**src/pll_out_consts.svh**
```systemverilog
`ifndef PLL_OUT_CONSTS_SVH
`define PLL_OUT_CONSTS_SVH
// Behaviour
// - top two divider-word bits pick output: 11 ref pulse, 10 feedback, 01 data, 00 port
// - reference divider counts low 13 reference-word bits, 5..8191, output pulses high
// - reference ratio 1 passes reference input straight to the detectors
// - feedback divides VCO input by N*64+A with prescaler, swallow and 12-stage counter
// - data-out mode shows shift register end, updated on serial clock falling edge
// - after reset the configurable output shows serial data out
// - port mode drives configurable output to the expander level bit
// - open-drain output pulls low when its bit is 0, floats when 1
// - reset leaves the open-drain output pulling low
// - reference mode 001 runs the oscillator with the reference divider counting
// - crystal mode in standby keeps oscillator running, reference divider halted
// - reference mode 0 stops the oscillator, standby or not
// - reference mode 7 gives reference input divided by 16 on reference output
// - reference mode 3 gives reference output equal to reference input
// - after reset the reference output divides by eight
// - reference mode 2 keeps reference input working, reference output held off
// - single-ended detector sinks when feedback leads, sources when lags; invert swaps
// - single-ended detector floats when deselected or in standby
// - double-ended: feedback side low when leading, reference side when lagging; invert swaps
// - double-ended outputs held high when deselected or in standby
// - lock indicator is AND of both double-ended outputs
// - after reset the lock indicator is held low
// - lock enable bit 0 holds lock indicator low, 1 lets it run
// - detector select 1 picks single-ended, 0 double-ended; cleared at reset
// - words commit on enable rising edge by bit count: 8, 16 or 24

// serial word lengths
`define LEN_CFG 6'd8
`define LEN_REF 6'd16
`define LEN_DIV 6'd24
`define LEN_MAX 6'h3F

// divider word fields
`define DIV_SEL_HI 23
`define DIV_SEL_LO 22
`define DIV_N_HI 17
`define DIV_N_LO 6
`define DIV_A_HI 5
`define DIV_A_LO 0
`define SEL_REF 2'b11
`define SEL_FB 2'b10
`define SEL_DATA 2'b01
`define SEL_PORT 2'b00

// reference word fields
`define REF_MODE_HI 15
`define REF_MODE_LO 13
`define REF_RATIO_HI 12
`define REF_RATIO_LO 0
`define MODE_OFF 3'h0
`define MODE_XTAL 3'h1
`define MODE_NOOUT 3'h2
`define MODE_DIV1 3'h3
`define MODE_DIV2 3'h4
`define MODE_DIV4 3'h5
`define MODE_DIV8 3'h6
`define MODE_DIV16 3'h7

// reset values
`define RST_CFG 8'h00
`define RST_REF 16'hC000
`define RST_DIV 24'h40_0000

// prescaler reloads (count-1 for divide by 64 and 65)
`define PRE_64 6'h3F
`define PRE_65 7'h40

// register word indices on the bus
`define ADDR_CFG 3'h0
`define ADDR_REF 3'h1
`define ADDR_DIV 3'h2
`define ADDR_STAT 3'h3
`define ADDR_SHIFT 3'h4

`endif

```
**src/pll_out_pkg.sv**
```systemverilog
package pll_out_pkg;
    typedef struct packed {
        logic invert_sense_bit;
        logic detector_select_bit;
        logic lock_enable_bit;
        logic sleep_bit;
        logic [1:0] current_bits;
        logic expander_level_bit;
        logic open_drain_level_bit;
    } cfg_t;

    typedef struct packed {
        logic read;
        logic write;
        logic [2:0] address;
        logic [31:0] writedata;
    } avs_req_t;

    typedef struct packed {
        logic [31:0] readdata;
        logic waitrequest;
    } avs_rsp_t;
endpackage : pll_out_pkg

```
**src/pll_output_mux_phase_detect.sv**
```systemverilog
`include "pll_out_consts.svh"

module pll_output_mux_phase_detect #(
    parameter int REF_CNT_W = 13,
    parameter int FB_MAIN_W = 12,
    parameter int SWALLOW_W = 6
) (
    // clock and reset
    input wire logic REF_CLK,
    input wire logic SRST,
    // serial programming port
    input wire logic SER_CLK,
    input wire logic SER_DIN,
    input wire logic SER_EN_N,
    // frequency inputs
    input wire logic REFERENCE_INPUT_PIN,
    input wire logic VCO_IN,
    // register bus
    input wire pll_out_pkg::avs_req_t AVS_REQ,
    output pll_out_pkg::avs_rsp_t AVS_RSP,
    // digital outputs
    output logic CFG_OUT,
    output logic OPEN_DRAIN_O,
    output logic OPEN_DRAIN_OE,
    output logic REFERENCE_OUTPUT_PIN,
    // detectors
    output logic SINGLE_ENDED_DETECTOR_OUT_O,
    output logic SINGLE_ENDED_DETECTOR_OUT_OE,
    output logic PHI_REF_N,
    output logic PHI_FB_N,
    output logic LOCK_INDICATOR
);
    import pll_out_pkg::*;

    if (REF_CNT_W != 13 || FB_MAIN_W != 12 || SWALLOW_W != 6) begin : g_chk
        $error("divider widths must match the word layout");
    end

    // committed words
    cfg_t cfg_q;
    logic [15:0] ref_word_q;
    logic [REF_CNT_W-1:0] ref_ratio_q;
    logic [23:0] div_word_q;

    // serial shifter
    logic sclk_q;
    logic sen_n_q;
    logic [23:0] shift_q;
    logic [5:0] bit_cnt_q;
    logic dout_q;

    wire sclk_rise = SER_CLK & ~sclk_q;
    wire sclk_fall = ~SER_CLK & sclk_q;
    wire shifting = ~SER_EN_N;
    wire commit = SER_EN_N & ~sen_n_q;
    wire commit_cfg = commit && bit_cnt_q == `LEN_CFG;
    wire commit_ref = commit && bit_cnt_q == `LEN_REF;
    wire commit_div = commit && bit_cnt_q == `LEN_DIV;
    // enable pulse with no clocks moves the first reference buffer on
    wire commit_xfer = commit && bit_cnt_q == 6'h00;

    // serial pins are sampled, so each level must last two clocks
    always_ff @(posedge REF_CLK) begin
        if (SRST) begin
            sclk_q <= 1'b0;
            sen_n_q <= 1'b1;
        end else begin
            sclk_q <= SER_CLK;
            sen_n_q <= SER_EN_N;
        end
    end

    always_ff @(posedge REF_CLK) begin
        if (SRST || !shifting) begin
            bit_cnt_q <= 6'h00;
        end else if (sclk_rise && bit_cnt_q != `LEN_MAX) begin
            bit_cnt_q <= bit_cnt_q + 6'h01;
        end
    end

    always_ff @(posedge REF_CLK) begin
        if (SRST) begin
            shift_q <= 24'h00_0000;
            dout_q <= 1'b0;
        end else if (shifting) begin
            if (sclk_rise) begin
                shift_q <= {shift_q[22:0], SER_DIN};
            end
            if (sclk_fall) begin
                dout_q <= shift_q[23];
            end
        end
    end

    // bus writes load words directly; a serial commit in the same cycle wins
    wire bus_wr = AVS_REQ.write;
    wire bus_wr_cfg = bus_wr && AVS_REQ.address == `ADDR_CFG;
    wire bus_wr_ref = bus_wr && AVS_REQ.address == `ADDR_REF;
    wire bus_wr_div = bus_wr && AVS_REQ.address == `ADDR_DIV;

    always_ff @(posedge REF_CLK) begin
        if (SRST) begin
            cfg_q <= cfg_t'(`RST_CFG);
            ref_word_q <= `RST_REF;
            // ratio buffer starts empty: no reference pulses until a ratio is loaded
            ref_ratio_q <= REF_CNT_W'(`RST_REF);
            div_word_q <= `RST_DIV;
        end else begin
            if (commit_cfg) begin
                cfg_q <= cfg_t'(shift_q[7:0]);
            end else if (bus_wr_cfg) begin
                cfg_q <= cfg_t'(AVS_REQ.writedata[7:0]);
            end
            if (commit_ref) begin
                ref_word_q <= shift_q[15:0];
            end else if (bus_wr_ref) begin
                ref_word_q <= AVS_REQ.writedata[15:0];
            end
            if (commit_div) begin
                div_word_q <= shift_q;
            end else if (bus_wr_div) begin
                div_word_q <= AVS_REQ.writedata[23:0];
            end
            // second reference buffer follows on a serial divider load or a bare enable pulse
            if (commit_div || commit_xfer) begin
                ref_ratio_q <= ref_word_q[`REF_RATIO_HI:`REF_RATIO_LO];
            end else if (bus_wr_ref) begin
                ref_ratio_q <= AVS_REQ.writedata[`REF_RATIO_HI:`REF_RATIO_LO];
            end
        end
    end

    // reference path
    wire [2:0] ref_mode = ref_word_q[`REF_MODE_HI:`REF_MODE_LO];
    wire osc_on = ref_mode != `MODE_OFF;
    logic ref_in_q;
    wire ref_tick = osc_on & REFERENCE_INPUT_PIN & ~ref_in_q;
    wire sleep = cfg_q.sleep_bit;

    always_ff @(posedge REF_CLK) begin
        if (SRST) begin
            ref_in_q <= 1'b0;
        end else begin
            ref_in_q <= REFERENCE_INPUT_PIN;
        end
    end

    // reference output divider keeps running in standby
    logic [3:0] refo_cnt_q;
    logic refo_q;
    logic refo_bit;

    always_comb begin
        unique case (ref_mode)
            `MODE_DIV1: refo_bit = ref_in_q;
            `MODE_DIV2: refo_bit = refo_cnt_q[0];
            `MODE_DIV4: refo_bit = refo_cnt_q[1];
            `MODE_DIV8: refo_bit = refo_cnt_q[2];
            `MODE_DIV16: refo_bit = refo_cnt_q[3];
            default: refo_bit = 1'b0;
        endcase
    end

    always_ff @(posedge REF_CLK) begin
        if (SRST) begin
            refo_cnt_q <= 4'h0;
            refo_q <= 1'b0;
        end else begin
            if (ref_tick) begin
                refo_cnt_q <= refo_cnt_q + 4'h1;
            end
            refo_q <= refo_bit;
        end
    end

    // reference divider halts in standby, oscillator does not
    logic [REF_CNT_W-1:0] ref_cnt_q;
    logic ref_div_pulse;
    wire ref_run = ref_tick & ~sleep;
    wire ref_bypass = ref_ratio_q == 13'h0001;
    // a zero ratio parks the counter, so a new ratio starts at its first tick
    wire ref_cnt_low = ref_cnt_q <= 13'h0001;
    wire ref_div_end = ref_run && ref_cnt_low && ref_ratio_q != 13'h0000;
    wire [REF_CNT_W-1:0] ref_cnt_nx = ref_cnt_low ? ref_ratio_q : ref_cnt_q - 13'h0001;
    wire ref_pulse = ref_bypass ? ref_run : ref_div_end;

    always_ff @(posedge REF_CLK) begin
        if (SRST) begin
            ref_cnt_q <= 13'h0000;
            ref_div_pulse <= 1'b0;
        end else begin
            ref_div_pulse <= ref_pulse;
            if (ref_run) begin
                ref_cnt_q <= ref_cnt_nx;
            end
        end
    end

    // feedback path: swallow cycles divide by 65, the rest by 64
    logic [6:0] pre_q;
    logic [SWALLOW_W-1:0] swallow_q;
    logic [FB_MAIN_W-1:0] main_q;
    logic feedback_divider_pulse;
    logic vco_q;
    wire [FB_MAIN_W-1:0] n_val = div_word_q[`DIV_N_HI:`DIV_N_LO];
    wire [SWALLOW_W-1:0] a_val = div_word_q[`DIV_A_HI:`DIV_A_LO];
    wire vco_tick = VCO_IN & ~vco_q & ~sleep;
    wire pre_end = vco_tick && pre_q == 7'h00;
    wire fb_end = pre_end && main_q <= 12'h001 && n_val != 12'h000;
    // swallow counter stops at zero rather than wrapping into extra divide-by-65 cycles
    wire swallow_busy = swallow_q != 6'h00;
    wire [SWALLOW_W-1:0] swallow_nx = fb_end ? a_val : (swallow_busy ? swallow_q - 6'h01 : 6'h00);
    // empty main counter waits at zero so a newly written N acts at once
    wire [FB_MAIN_W-1:0] main_nx = (main_q <= 12'h001) ? n_val : main_q - 12'h001;
    wire [6:0] pre_load = swallow_nx != 6'h00 ? `PRE_65 : {1'b0, `PRE_64};

    always_ff @(posedge REF_CLK) begin
        if (SRST) begin
            vco_q <= 1'b0;
            pre_q <= {1'b0, `PRE_64};
            swallow_q <= 6'h00;
            main_q <= 12'h000;
            feedback_divider_pulse <= 1'b0;
        end else begin
            vco_q <= VCO_IN;
            feedback_divider_pulse <= fb_end;
            if (pre_end) begin
                pre_q <= pre_load;
                main_q <= main_nx;
                if (swallow_q != 6'h00 || fb_end) begin
                    swallow_q <= swallow_nx;
                end
            end else if (vco_tick) begin
                pre_q <= pre_q - 7'h01;
            end
        end
    end

    // phase/frequency detector core; both set means matched, cleared next cycle
    // standby clears it, so leaving standby starts from a clean detector
    logic up_q;
    logic dn_q;
    wire both = up_q & dn_q;

    always_ff @(posedge REF_CLK) begin
        if (SRST || sleep) begin
            up_q <= 1'b0;
            dn_q <= 1'b0;
        end else if (both) begin
            up_q <= ref_div_pulse;
            dn_q <= feedback_divider_pulse;
        end else begin
            up_q <= up_q | ref_div_pulse;
            dn_q <= dn_q | feedback_divider_pulse;
        end
    end

    wire se_on = cfg_q.detector_select_bit & ~sleep;
    wire de_on = ~cfg_q.detector_select_bit & ~sleep;
    wire lead = cfg_q.invert_sense_bit ? up_q : dn_q;
    wire lag = cfg_q.invert_sense_bit ? dn_q : up_q;
    logic se_o_q;
    logic se_oe_q;
    logic phi_ref_n_q;
    logic phi_fb_n_q;
    logic lock_q;

    always_ff @(posedge REF_CLK) begin
        if (SRST) begin
            se_o_q <= 1'b0;
            se_oe_q <= 1'b0;
            phi_ref_n_q <= 1'b1;
            phi_fb_n_q <= 1'b1;
            lock_q <= 1'b0;
        end else begin
            se_oe_q <= se_on & (lead ^ lag);
            se_o_q <= lag & ~lead;
            phi_fb_n_q <= ~(de_on & lead);
            phi_ref_n_q <= ~(de_on & lag);
            lock_q <= cfg_q.lock_enable_bit & ~(de_on & (lead | lag));
        end
    end

    // configurable output select
    logic cfg_out_q;
    wire [1:0] out_sel = {div_word_q[`DIV_SEL_HI], div_word_q[`DIV_SEL_LO]};

    always_ff @(posedge REF_CLK) begin
        if (SRST) begin
            cfg_out_q <= 1'b0;
        end else begin
            unique case (out_sel)
                `SEL_REF: cfg_out_q <= ref_div_pulse;
                `SEL_FB: cfg_out_q <= feedback_divider_pulse;
                `SEL_DATA: cfg_out_q <= dout_q;
                `SEL_PORT: cfg_out_q <= cfg_q.expander_level_bit;
            endcase
        end
    end

    // bus slave: writes take no wait, reads wait one cycle for registered data
    logic rd_done_q;
    logic [31:0] rdata_q;
    logic [31:0] rdata_d;
    wire [31:0] stat_word = {26'h000_0000, LOCK_INDICATOR, PHI_FB_N, PHI_REF_N,
                             SINGLE_ENDED_DETECTOR_OUT_OE, OPEN_DRAIN_OE, CFG_OUT};

    always_comb begin
        unique case (AVS_REQ.address)
            `ADDR_CFG: rdata_d = {24'h00_0000, cfg_q};
            `ADDR_REF: rdata_d = {16'h0000, ref_word_q};
            `ADDR_DIV: rdata_d = {8'h00, div_word_q};
            `ADDR_STAT: rdata_d = stat_word;
            `ADDR_SHIFT: rdata_d = {2'b00, bit_cnt_q, shift_q};
            default: rdata_d = 32'h0000_0000;
        endcase
    end

    always_ff @(posedge REF_CLK) begin
        if (SRST) begin
            rd_done_q <= 1'b0;
            rdata_q <= 32'h0000_0000;
        end else begin
            rd_done_q <= AVS_REQ.read & ~rd_done_q;
            if (AVS_REQ.read & ~rd_done_q) begin
                rdata_q <= rdata_d;
            end
        end
    end

    assign AVS_RSP.waitrequest = AVS_REQ.read & ~rd_done_q;
    assign AVS_RSP.readdata = rdata_q;

    // pins
    assign CFG_OUT = cfg_out_q;
    // the open-drain pin only sinks; its enable carries the level
    assign OPEN_DRAIN_O = 1'b0;
    assign OPEN_DRAIN_OE = ~cfg_q.open_drain_level_bit;
    assign REFERENCE_OUTPUT_PIN = refo_q;
    assign SINGLE_ENDED_DETECTOR_OUT_O = se_o_q;
    assign SINGLE_ENDED_DETECTOR_OUT_OE = se_oe_q;
    assign PHI_REF_N = phi_ref_n_q;
    assign PHI_FB_N = phi_fb_n_q;
    assign LOCK_INDICATOR = lock_q;
endmodule : pll_output_mux_phase_detect

```
**config.mk**
```make
export PLATFORM = sky130hd
export DESIGN_NAME = pll_output_mux_phase_detect
export DESIGN_NICKNAME = d
export VERILOG_FILES = /design/src/pll_out_pkg.sv /design/src/pll_output_mux_phase_detect.sv
export VERILOG_INCLUDE_DIRS = /design/src
export SDC_FILE = /design/constraint.sdc
export NUM_CORES = 1
export LEC_CHECK = 0
export CORE_UTILIZATION = 42
export CTS_BUF_LIST = sky130_fd_sc_hd__clkbuf_4 sky130_fd_sc_hd__clkbuf_8
export CTS_CLUSTER_SIZE = 25
export DETAILED_ROUTE_END_ITERATION = 8
export DONT_BUFFER_PORTS = 1
export PLACE_DENSITY = 0.55
export SLEW_MARGIN = 25
export SYNTH_ARGS = -nofsm -noshare
export SYNTH_HDL_FRONTEND = slang
export SYNTH_SLANG_ARGS = --single-unit
```
**constraint.sdc**
```tcl
create_clock -name REF_CLK -period 4.5 [get_ports REF_CLK]
set_input_delay 0.9 -clock REF_CLK [delete_from_list [all_inputs] [get_ports REF_CLK]]
set_output_delay 0.9 -clock REF_CLK [all_outputs]
set_load 0.03 [all_outputs]
```
# Word-level counts from Yosys, hierarchy flattened
# Cells that the tools add are included.
[word_totals] wordCells=153 output_inout_bits=42 input_bits=44 ff_bits=182
[op_classes] order_cmp=2 n_addsub=6 bitwise=36 n_mux=23 reduce_logical=34 n_eq_ne=17
[op_table] cell="case mux 30 bit (5 select lines)" n=1
[op_table] cell="2-to-1 mux 24 bit" n=2
[op_table] cell="2-to-1 mux 13 bit" n=3
[op_table] cell="2-to-1 mux 16 bit" n=2
[op_table] cell="2-to-1 mux 7 bit" n=3
[op_table] cell="bitwise AND 1 bit" n=18
[op_table] cell="2-to-1 mux 8 bit" n=2
[op_table] cell="== test 3 bit, second input constant" n=5
[op_table] cell="inverter 1 bit" n=14
[op_table] cell="== test 13 x 1 -> 1 bit, second input constant" n=1
[op_table] cell="<= comparator 13 x 1 -> 1 bit, second input constant" n=1
[op_table] cell="logical AND 1 bit" n=13
[op_table] cell="nonzero test 13 bit" n=1
[op_table] cell="subtractor 13 x 1 -> 13 bit, second input constant" n=1
[op_table] cell="== test 6 x 5 -> 1 bit, second input constant" n=2
[op_table] cell="<= comparator 12 x 1 -> 1 bit, second input constant" n=1
[op_table] cell="2-to-1 mux 12 bit" n=1
[op_table] cell="2-to-1 mux 6 bit" n=2
[op_table] cell="nonzero test 12 bit" n=1
[op_table] cell="nonzero test 6 bit" n=2
[op_table] cell="subtractor 12 x 1 -> 12 bit, second input constant" n=1
[op_table] cell="nonzero test 2 bit" n=5
[op_table] cell="== test 3 x 2 -> 1 bit, second input constant" n=3
[op_table] cell="logical NOT 7 bit" n=1
[op_table] cell="20 further kinds" n=32

# Logic depth before layout (Yosys ltp)
# Gate-level depths: netlist of run 1.
[depth] word_depth=10 mapped_depth=10 mapped_depth_nobuf=8

# Worst setup path after synthesis of run 1
# OpenSTA, ideal clock, no wires.
[synth_timing] path_kind="input to output" from="input port AVS_REQ[36] (netlist bit)" to="output port AVS_RSP[0] (netlist bit)" path_stages=3 path_buffers=1 arrival_time_ns=1.523 path_slack_ns=2.077 cell_sequence="nand2b_1 inv_1 clkbuf_1"
[synth_lines] item="start, declared" line_no="pll_output_mux_phase_detect.sv:19" rtl="input wire pll_out_pkg::avs_req_t AVS_REQ,"
[synth_lines] item="end, declared" line_no="pll_output_mux_phase_detect.sv:20" rtl="output pll_out_pkg::avs_rsp_t AVS_RSP,"

==> results of run 1 <==
==> worst min-delay path, cell delays in order (launching register included) <==
cell	delay, ns
dfxtp_1	0.35
nand2_1	0.06
a21oi_1	0.05
==> worst paths after layout <==
kind / startpoint / endpoint / cells past startpoint
max: AVS_REQ[36] / AVS_RSP[0] / 2
min: shift_q[19]$_SDFFE_PP0P_ / shift_q[20]$_SDFFE_PP0P_ / 2
max reg2reg: bit_cnt_q[0]$_SDFFE_PP0P_ / ref_word_q[13]$_SDFFE_PP0P_ / 7
min reg2reg: shift_q[19]$_SDFFE_PP0P_ / shift_q[20]$_SDFFE_PP0P_ / 2
==> routing by layer <==
metal	vias up	track usage, %	share of wire [%]
li1	3710	-	-
met1	3499	32.2	48
met2	172	35.4	46
met3	21	4.70	4.9
met4	0	6.00	1.4
met5	-	0	0
==> per-stage QoR <==
step / setup WS (ns) / cell area (um^2)
6_report: 1.85 / 9200
5_1_grt: 1.68 / 9200
4_1_cts: 1.84 / 9190
3_5_place_dp: 1.59 / 8770
3_3_place_gp: 1.64 / 8760
2_1_floorplan: 2.08 / 8650
==> report_power, final <==
group / switching, uW / leakage [uW] / total (uW) / internal [uW]
clock network: 670 / 0.000217 / 1190 / 523
registers: 95.7 / 0.00146 / 1760 / 1660
logic: 425 / 0.00159 / 689 / 265
total: 1190 / 0.00327 / 3640 / 2450
==> cell usage in the layout (no fill, tap or decap), types with 11 or more instances in the layout <==
master      n
and2_1     14
o21ai_0    37
a21oi_1   109
clkbuf_8   17
nor4_1     11
nand3_1    28
a22oi_1    34
a211oi_1   55
mux2i_1    50
nand2_1   125
dfxtp_1   180
nor3_1     21
inv_1      20
nor2_1    154
ha_1       12
a22o_1     11
buf_4      11
o22ai_1    11
nor2b_1    12
==> flip-flops by register name, summed over array words and instances, names as in the netlist, 6 cells and up <==
name and flops:
ref_ratio_q 13, div_word_q 24, pre_q 7, cfg_q 7, shift_q 24, swallow_q 6
main_q 12, ref_word_q 16, ref_cnt_q 13, rdata_q 30, bit_cnt_q 6
==> cell type report <==
cell class	count	area [um^2]
Fill cell	2034	11000
Tap cell	270	338
Clock inverter	15	190
Clock buffer	17	234
Sequential cell	180	3600
Multi-Input combinational cell	795	4680
Inverter	20	75.1
Timing Repair Buffer	11	82.6
==> cells by family after synthesis <==
| logic type | Yosys count |
|---|---|
| AO/OA/AOI/OAI | 292 |
| XOR/XNOR | 9 |
| adder cells (fa/ha/maj) | 12 |
| buffers and inverters | 99 |
| flip-flops | 180 |
| multiplexers | 56 |
| other | 1 |
| AND/OR/NAND/NOR | 423 |
==> flow_summary.yaml, run 1 <==
run_status:
  outcome: "completed"
sta:
  setup_viol: 0
  finalCriticalPeriod_ns: 2.65
  slew_headroom_pct: 43.6
  fin_tns_setup_ns: 0
  worst_pin_slew_ns: 0.845
  fmax_ghz: 0.378
  finalCritPeriodShare_pct: 58.8
  rsz0062_at_grt: "false"
  fin_skew_ns: 0.0197
  whs_ns: 0.487
  finalHoldViolCount: 0
  slew_violations: 0
clock_network:
  path_clk_slew_ns: 0.10
  clock_sinks: 180
  cts-buffers-inserted: 17
  cts_max_path_buffers: 2
  holdBufCountCts: 0
  post_cts_buffers: 0
  worstSkewPairLatency_ns: 0.47
  clock-root-buffer: "clkbuf_8"
  cts_tree: "done"
  cts_resized: 0
  htree_num_levels: 4
placed_design:
  placed_cells: 1276
  gp_congestion: 0.820
  port-buffer-count: 0
  hpwl_mm: 16.1
worst_setup_path:
  worst_path_largest_cell_delay_ns: 0.57
  crit_family: "buffers and inverters"
  path_cells: "nand2b_1 -> inv_1"
  crit_slowest_cell: "inv_1"
  crit_arrival_ns: 1.75
  crit_path_start_kind: "primary input"
  ff2ff_setup_slack_ns: 1.88
  cp_num_buf_inv: 1
  cp_max_fo: 11
  cp-end-kind: "output port"
  required_ns: 3.60
  critical_path_class: "primary input to output port"
power_and_ir_drop:
  p_leak_uw: 0.00327
  power_density_mw_per_mm2: 396
  p_total_uw: 3640
  ir_worst_vdd_mv: 0.178
floorplan:
  fp.coreArea_mm2: 0.0202
  initial_utilization_pct: 42.7
  ios: 86
  dieWidth_um: 145
  rows: 52
  die_area_mm2: 0.0212
  dieHeight_um: 145
yosys:
  netlist_top_cells_count: "dfxtp_1, nor2_1, nand2_1"
  yosys-top-cells-area: "dfxtp_1, nor2_1, a21oi_1"
  async_flop_share_pct: 0
  synth_ff_type: "dfxtp_1"
  avgSynthCellArea_um2: 8.07
  yosysTopAreaCell: "dfxtp_1"
  synth_edf_count: 0
  ys_types: 62
  synthMuxAreaShare_pct: 6.70
  synth_xor_area_share_pct: 0.912
  synth_top_family_by_area: "simple AND/OR/NAND/NOR gates"
  synth_cells: 1072
  synth.most_common_cell: "dfxtp_1"
  ys_ff_latch: 180
  synth_warnings: 0
  synth-seq-area-share_pct: 41.7
  synth_fa_ha_area_share_pct: 1.74
  synth_compound_area_share_pct: 21.3
  yosysTopAreaCellShare_pct: 41.7
  yosys.area_share.simple_pct: 23.0
  synth_area_mm2: 0.00865
global_routing:
  overflow: 0
  antenna_found_initial: 0
  grtUsageTotal_pct: 22.8
  grt_pass1_wl_mm: 38.1
  first_global_vias: 6690
  grt_max_degree: 174
finish:
  layout.nets: 1081
  drive_gt1_share_pct: 7.32
  area_growth_pct: 6.38
  n_antenna_cell: 0
  fin_util_pct: 45.5
  fin_cells: 1308
worst_hold_path:
  hp-class: "register to register"
drt:
  drt_first_pass_iters: 6
  wirelength_mm: 24.0
  vias: 7402
  wl_per_cell_um: 18.4
  drt_iter0_drc: 576
  postRouteAntennaNets: 0
  route.detailed.drc: 0
  via_per_inst: 5.66
run:
  drv_cap: 0
Note: power is estimated with default switching activity, not from simulation.
==> run 2: changes to the inputs <==
==> constraint.sdc (replaced) <==
create_clock -name REF_CLK -period 2.51 [get_ports REF_CLK]
set_input_delay 0.502 -clock REF_CLK [delete_from_list [all_inputs] [get_ports REF_CLK]]
set_output_delay 0.502 -clock REF_CLK [all_outputs]
set_load 0.03 [all_outputs]
==> flow_summary.yaml, run 2 (synthesis gave the netlist of run 1 again) <==
clock_network:
  cts_max_path_buffers: 2
  holdBufCountCts: 0
  cts_resized: 0
  clock-root-buffer: "clkbuf_8"
  cts-buffers-inserted: 17
  post_cts_buffers: 0
  clock_sinks: 180
  path_clk_slew_ns: 0.10
  worstSkewPairLatency_ns: 0.47
  htree_num_levels: 4
  cts_tree: "done"
finish:
  n_antenna_cell: 0
  largest_register_ffs: 30
  final_area_mm2: 0.00938
  fin_cells: 1340
  reg_top3: "rdata_q x30, div_word_q x24, shift_q x24"
  drive_gt1_share_pct: 9.81
  top_register: "rdata_q"
  final_common_cell: "dfxtp_1"
  regArea_mm2: 0.00360
  multiInputGateArea_mm2: 0.00466
  final_cell_mix: "dfxtp_1, nor2_1, nand2_1"
  area_growth_pct: 8.45
  fill_cells: 2033
  layout.nets: 1113
sta:
  fin_tns_setup_ns: 0
  finalCritPeriodShare_pct: 90.9
  fmax_ghz: 0.438
  rsz0062_at_grt: "false"
  finalHoldViolCount: 0
  finalCriticalPeriod_ns: 2.28
  worst_pin_slew_ns: 0.719
  fin_skew_ns: 0.0135
  slew_headroom_pct: 51.6
  setup_viol: 0
  whs_ns: 0.0918
  slew_violations: 0
drt:
  vias: 7434
  route.detailed.drc: 0
  wl_per_cell_um: 18.1
  wirelength_mm: 24.2
  drt_first_pass_iters: 5
  postRouteAntennaNets: 0
  via_per_inst: 5.55
  drt_iter0_drc: 580
worst_setup_path:
  crit_path_start_kind: "register"
  critical_path_class: "register to register"
  crit_arrival_ns: 2.70
  cp_max_fo: 8
  cp-end-kind: "register"
  required_ns: 2.93
placed_design:
  placed_cells: 1308
  gp_congestion: 0.814
  hpwl_mm: 16.5
  port-buffer-count: 0
  placed_cell_area_mm2: 0.00900
global_routing:
  met1_usage_pct: 31.4
  antenna_found_initial: 0
  grt_use_met3_pct: 5.36
  met2_usage_pct: 37.0
  first_global_vias: 6808
  overflow: 0
  grt_pass1_wl_mm: 38.3
  grtUsageTotal_pct: 23.0
  gr-max-usage-layer: "met2"
  grt_max_degree: 174
worst_hold_path:
  hp-class: "primary input to register"
floorplan:
  ios: 86
  rows: 52
  fp.coreArea_mm2: 0.0202
  initial_utilization_pct: 42.7
  dieHeight_um: 145
  dieWidth_um: 145
  die_area_mm2: 0.0212
run:
  drv_cap: 0
run_status:
  outcome: "completed"
power_and_ir_drop:
  power_density_mw_per_mm2: 682
  ir_worst_vdd_mv: 0.320
  p_leak_uw: 0.00340
  p_total_uw: 6400
==> run 2: report_power, final <==
group	internal, uW	switching, uW	leakage [uW]
registers	2980	159	0.00146
clock network	763	1170	0.000192
logic	544	776	0.00175
==> run 2: stage by stage <==
| stage | utilization (%) | setup WS (ns) |
|---|---|---|
| floorplan | - | 0.510 |
| global placement | 44.5 | 0.291 |
| detailed placement | 44.5 | 0.259 |
| CTS | 46.3 | 0.225 |
| global route | 46.3 | 0.0437 |
| finish | 46.3 | 0.227 |
==> run 2: critical path, cell delays in order (launching register included) <==
cell	delay, ns
dfxtp_1	0.34
inv_1	0.10
ha_1	0.16
nor3b_2	0.31
and3_2	0.33
nand4_4	0.18
and3_1	0.25
o211ai_2	0.35
and3b_1	0.21
==> run 2: cell type report <==
type                            count  share of cell area, %
Inverter                           20                  0.801
Timing Repair Buffer               43                   3.44
Clock inverter                     13                   1.27
Tap cell                          270                   3.60
Sequential cell                   180                   38.4
Clock buffer                       19                   2.72
Multi-Input combinational cell    795                   49.7
==> run 2: metal layers <==
| metal | wire (um) | share of wire, % |
|---|---|---|
| met1 | 11400 | 47 |
| met2 | 11400 | 47 |
| met3 | 1210 | 5.0 |
| met4 | 199 | 0.82 |
| met5 | 0 | 0 |
==> run 2: worst paths after layout <==
path,depth (start not counted),slack (ns),end,start
worst min-delay path,1,0.09,rdata_q[29]$_SDFFE_PP0P_,SRST
worst max register to register,8,0.23,pre_q[6]$_SDFFE_PP0P_,pre_q[0]$_SDFFE_PP1P_
worst min register to register,2,0.48,main_q[6]$_SDFFE_PP0P_,main_q[6]$_SDFFE_PP0P_
worst max-delay path,8,0.23,pre_q[6]$_SDFFE_PP0P_,pre_q[0]$_SDFFE_PP1P_
==> run 3: changes to the inputs <==
--- a/config.mk
+++ b/config.mk
@@ -6,12 +6,15 @@
 export SDC_FILE = /design/constraint.sdc
 export NUM_CORES = 1
 export LEC_CHECK = 0
-export CORE_UTILIZATION = 42
+export CAP_MARGIN = 10
+export CELL_PAD_IN_SITES_DETAIL_PLACEMENT = 0
+export CELL_PAD_IN_SITES_GLOBAL_PLACEMENT = 2
+export CORE_UTILIZATION = 39
 export CTS_BUF_LIST = sky130_fd_sc_hd__clkbuf_4 sky130_fd_sc_hd__clkbuf_8
 export CTS_CLUSTER_SIZE = 25
 export DETAILED_ROUTE_END_ITERATION = 8
 export DONT_BUFFER_PORTS = 1
-export PLACE_DENSITY = 0.55
+export PLACE_DENSITY = 0.8
 export SLEW_MARGIN = 25
 export SYNTH_ARGS = -nofsm -noshare
 export SYNTH_HDL_FRONTEND = slang
==> flow_summary.yaml, run 3 (synthesis gave the netlist of run 1 again) <==
clock_network:
  path_clk_slew_ns: 0.10
  cts_tree: "done"
  clock_sinks: 180
  clock-root-buffer: "clkbuf_8"
  cts_max_path_buffers: 2
  htree_num_levels: 4
  holdBufCountCts: 0
  post_cts_buffers: 0
  cts_resized: 0
  cts-buffers-inserted: 17
  worstSkewPairLatency_ns: 0.49
floorplan:
  ios: 86
  rows: 54
  dieWidth_um: 151
  fp.coreArea_mm2: 0.0218
  dieHeight_um: 151
  die_area_mm2: 0.0228
  initial_utilization_pct: 39.7
sta:
  worst_pin_slew_ns: 0.692
  fin_skew_ns: 0.0213
  setup_viol: 0
  finalCriticalPeriod_ns: 2.26
  slew_headroom_pct: 53.4
  finalCritPeriodShare_pct: 90.0
  slew_violations: 0
  rsz0062_at_grt: "false"
  fmax_ghz: 0.442
  setup_slack_ns: 0.250
  finalHoldViolCount: 0
  fin_tns_setup_ns: 0
global_routing:
  grt_max_degree: 174
  antenna_found_initial: 0
  first_global_vias: 7045
  grtUsageTotal_pct: 23.1
  grt_pass1_wl_mm: 40.1
  overflow: 0
finish:
  final_common_cell: "dfxtp_1"
  multiInputGateArea_mm2: 0.00467
  final_area_mm2: 0.00949
  largest_register_ffs: 30
  fill_cells: 2205
  layout.nets: 1116
  final_cell_mix: "dfxtp_1, nor2_1, nand2_1"
  reg_top3: "rdata_q x30, div_word_q x24, shift_q x24"
  regArea_mm2: 0.00360
  area_growth_pct: 9.80
  top_register: "rdata_q"
  n_antenna_cell: 0
  drive_gt1_share_pct: 10.2
worst_setup_path:
  cp_max_fo: 9
  critical_path_class: "register to register"
  crit_path_start_kind: "register"
  crit_arrival_ns: 2.64
  worstReg2RegStart: "main_q[0]$_SDFFE_PP0P_"
  required_ns: 2.89
  startpoint: "main_q[0]$_SDFFE_PP0P_"
  cp-end-kind: "register"
run_status:
  outcome: "completed"
run:
  drv_cap: 0
placed_design:
  gp_congestion: 0.790
  place_ws_ns: 0.230
  hpwl_mm: 17.4
  port-buffer-count: 0
  placed_cell_area_mm2: 0.00905
drt:
  via_per_inst: 5.51
  route.detailed.drc: 0
  drt_iter0_drc: 454
  vias: 7452
  wirelength_mm: 25.4
  drt_first_pass_iters: 4
  postRouteAntennaNets: 0
  wl_per_cell_um: 18.7
power_and_ir_drop:
  power_density_mw_per_mm2: 710
  ir_worst_vdd_mv: 0.392
  p_total_uw: 6740
  p_leak_uw: 0.00343
worst_hold_path:
  hp-class: "primary input to register"
  min_from: "SRST"
## run 3: critical path, cell delays in order, from the launching register on
cell and delay [ns]:
dfxtp_1 0.37, inv_1 0.10, ha_1 0.25, nor2_1 0.06
and4bb_2 0.45, nand3_1 0.25, mux2i_1 0.32, o211ai_4 0.17
and3b_1 0.19
## run 3: area by class of cell
class | count | share of cell area, %
flip-flops and latches | 180 | 38.0
multi-input cells | 795 | 49.2
well taps | 280 | 3.69
clock inverters | 14 | 2.02
inverters | 20 | 0.791
repair buffers | 46 | 3.77
clock buffers | 18 | 2.54
## run 3: layer usage
metal | global-route usage (%) | share of wire, % | vias up | wire length (um)
met4 | 7.60 | 1.7 | 2 | 440
met1 | 31.9 | 48 | 3489 | 12300
met2 | 35.6 | 45 | 150 | 11400
met5 | 2.73 | 0.32 | - | 80
met3 | 4.34 | 4.7 | 32 | 1190
li1 | - | - | 3779 | -
## run 3: power by group
group | switching [uW] | internal, uW | total [uW] | leakage (uW)
sequential | 164 | 2980 | 3150 | 0.00146
combinational | 790 | 587 | 1380 | 0.00177
clock | 1190 | 1030 | 2220 | 0.000208
total | 2140 | 4600 | 6740 | 0.00343
## run 3: per-stage QoR
stage	std cells	util, %	hold WS, ns
3_3_place_gp	1321	41.6	0.465
6_report	1353	43.6	0.0814
3_5_place_dp	1321	41.6	0.473
5_1_grt	1353	43.6	0.0655
4_1_cts	1353	43.6	0.0491
2_1_floorplan	1074	-	0.433
## run 3: worst paths after layout
kind	end	slack (ns)	cells after the start
worst max-delay path	pre_q[6]$_SDFFE_PP0P_	0.25	8
worst min-delay path	rdata_q[29]$_SDFFE_PP0P_	0.08	1
worst min register to register	main_q[6]$_SDFFE_PP0P_	0.49	2
worst max register to register	pre_q[6]$_SDFFE_PP0P_	0.25	8
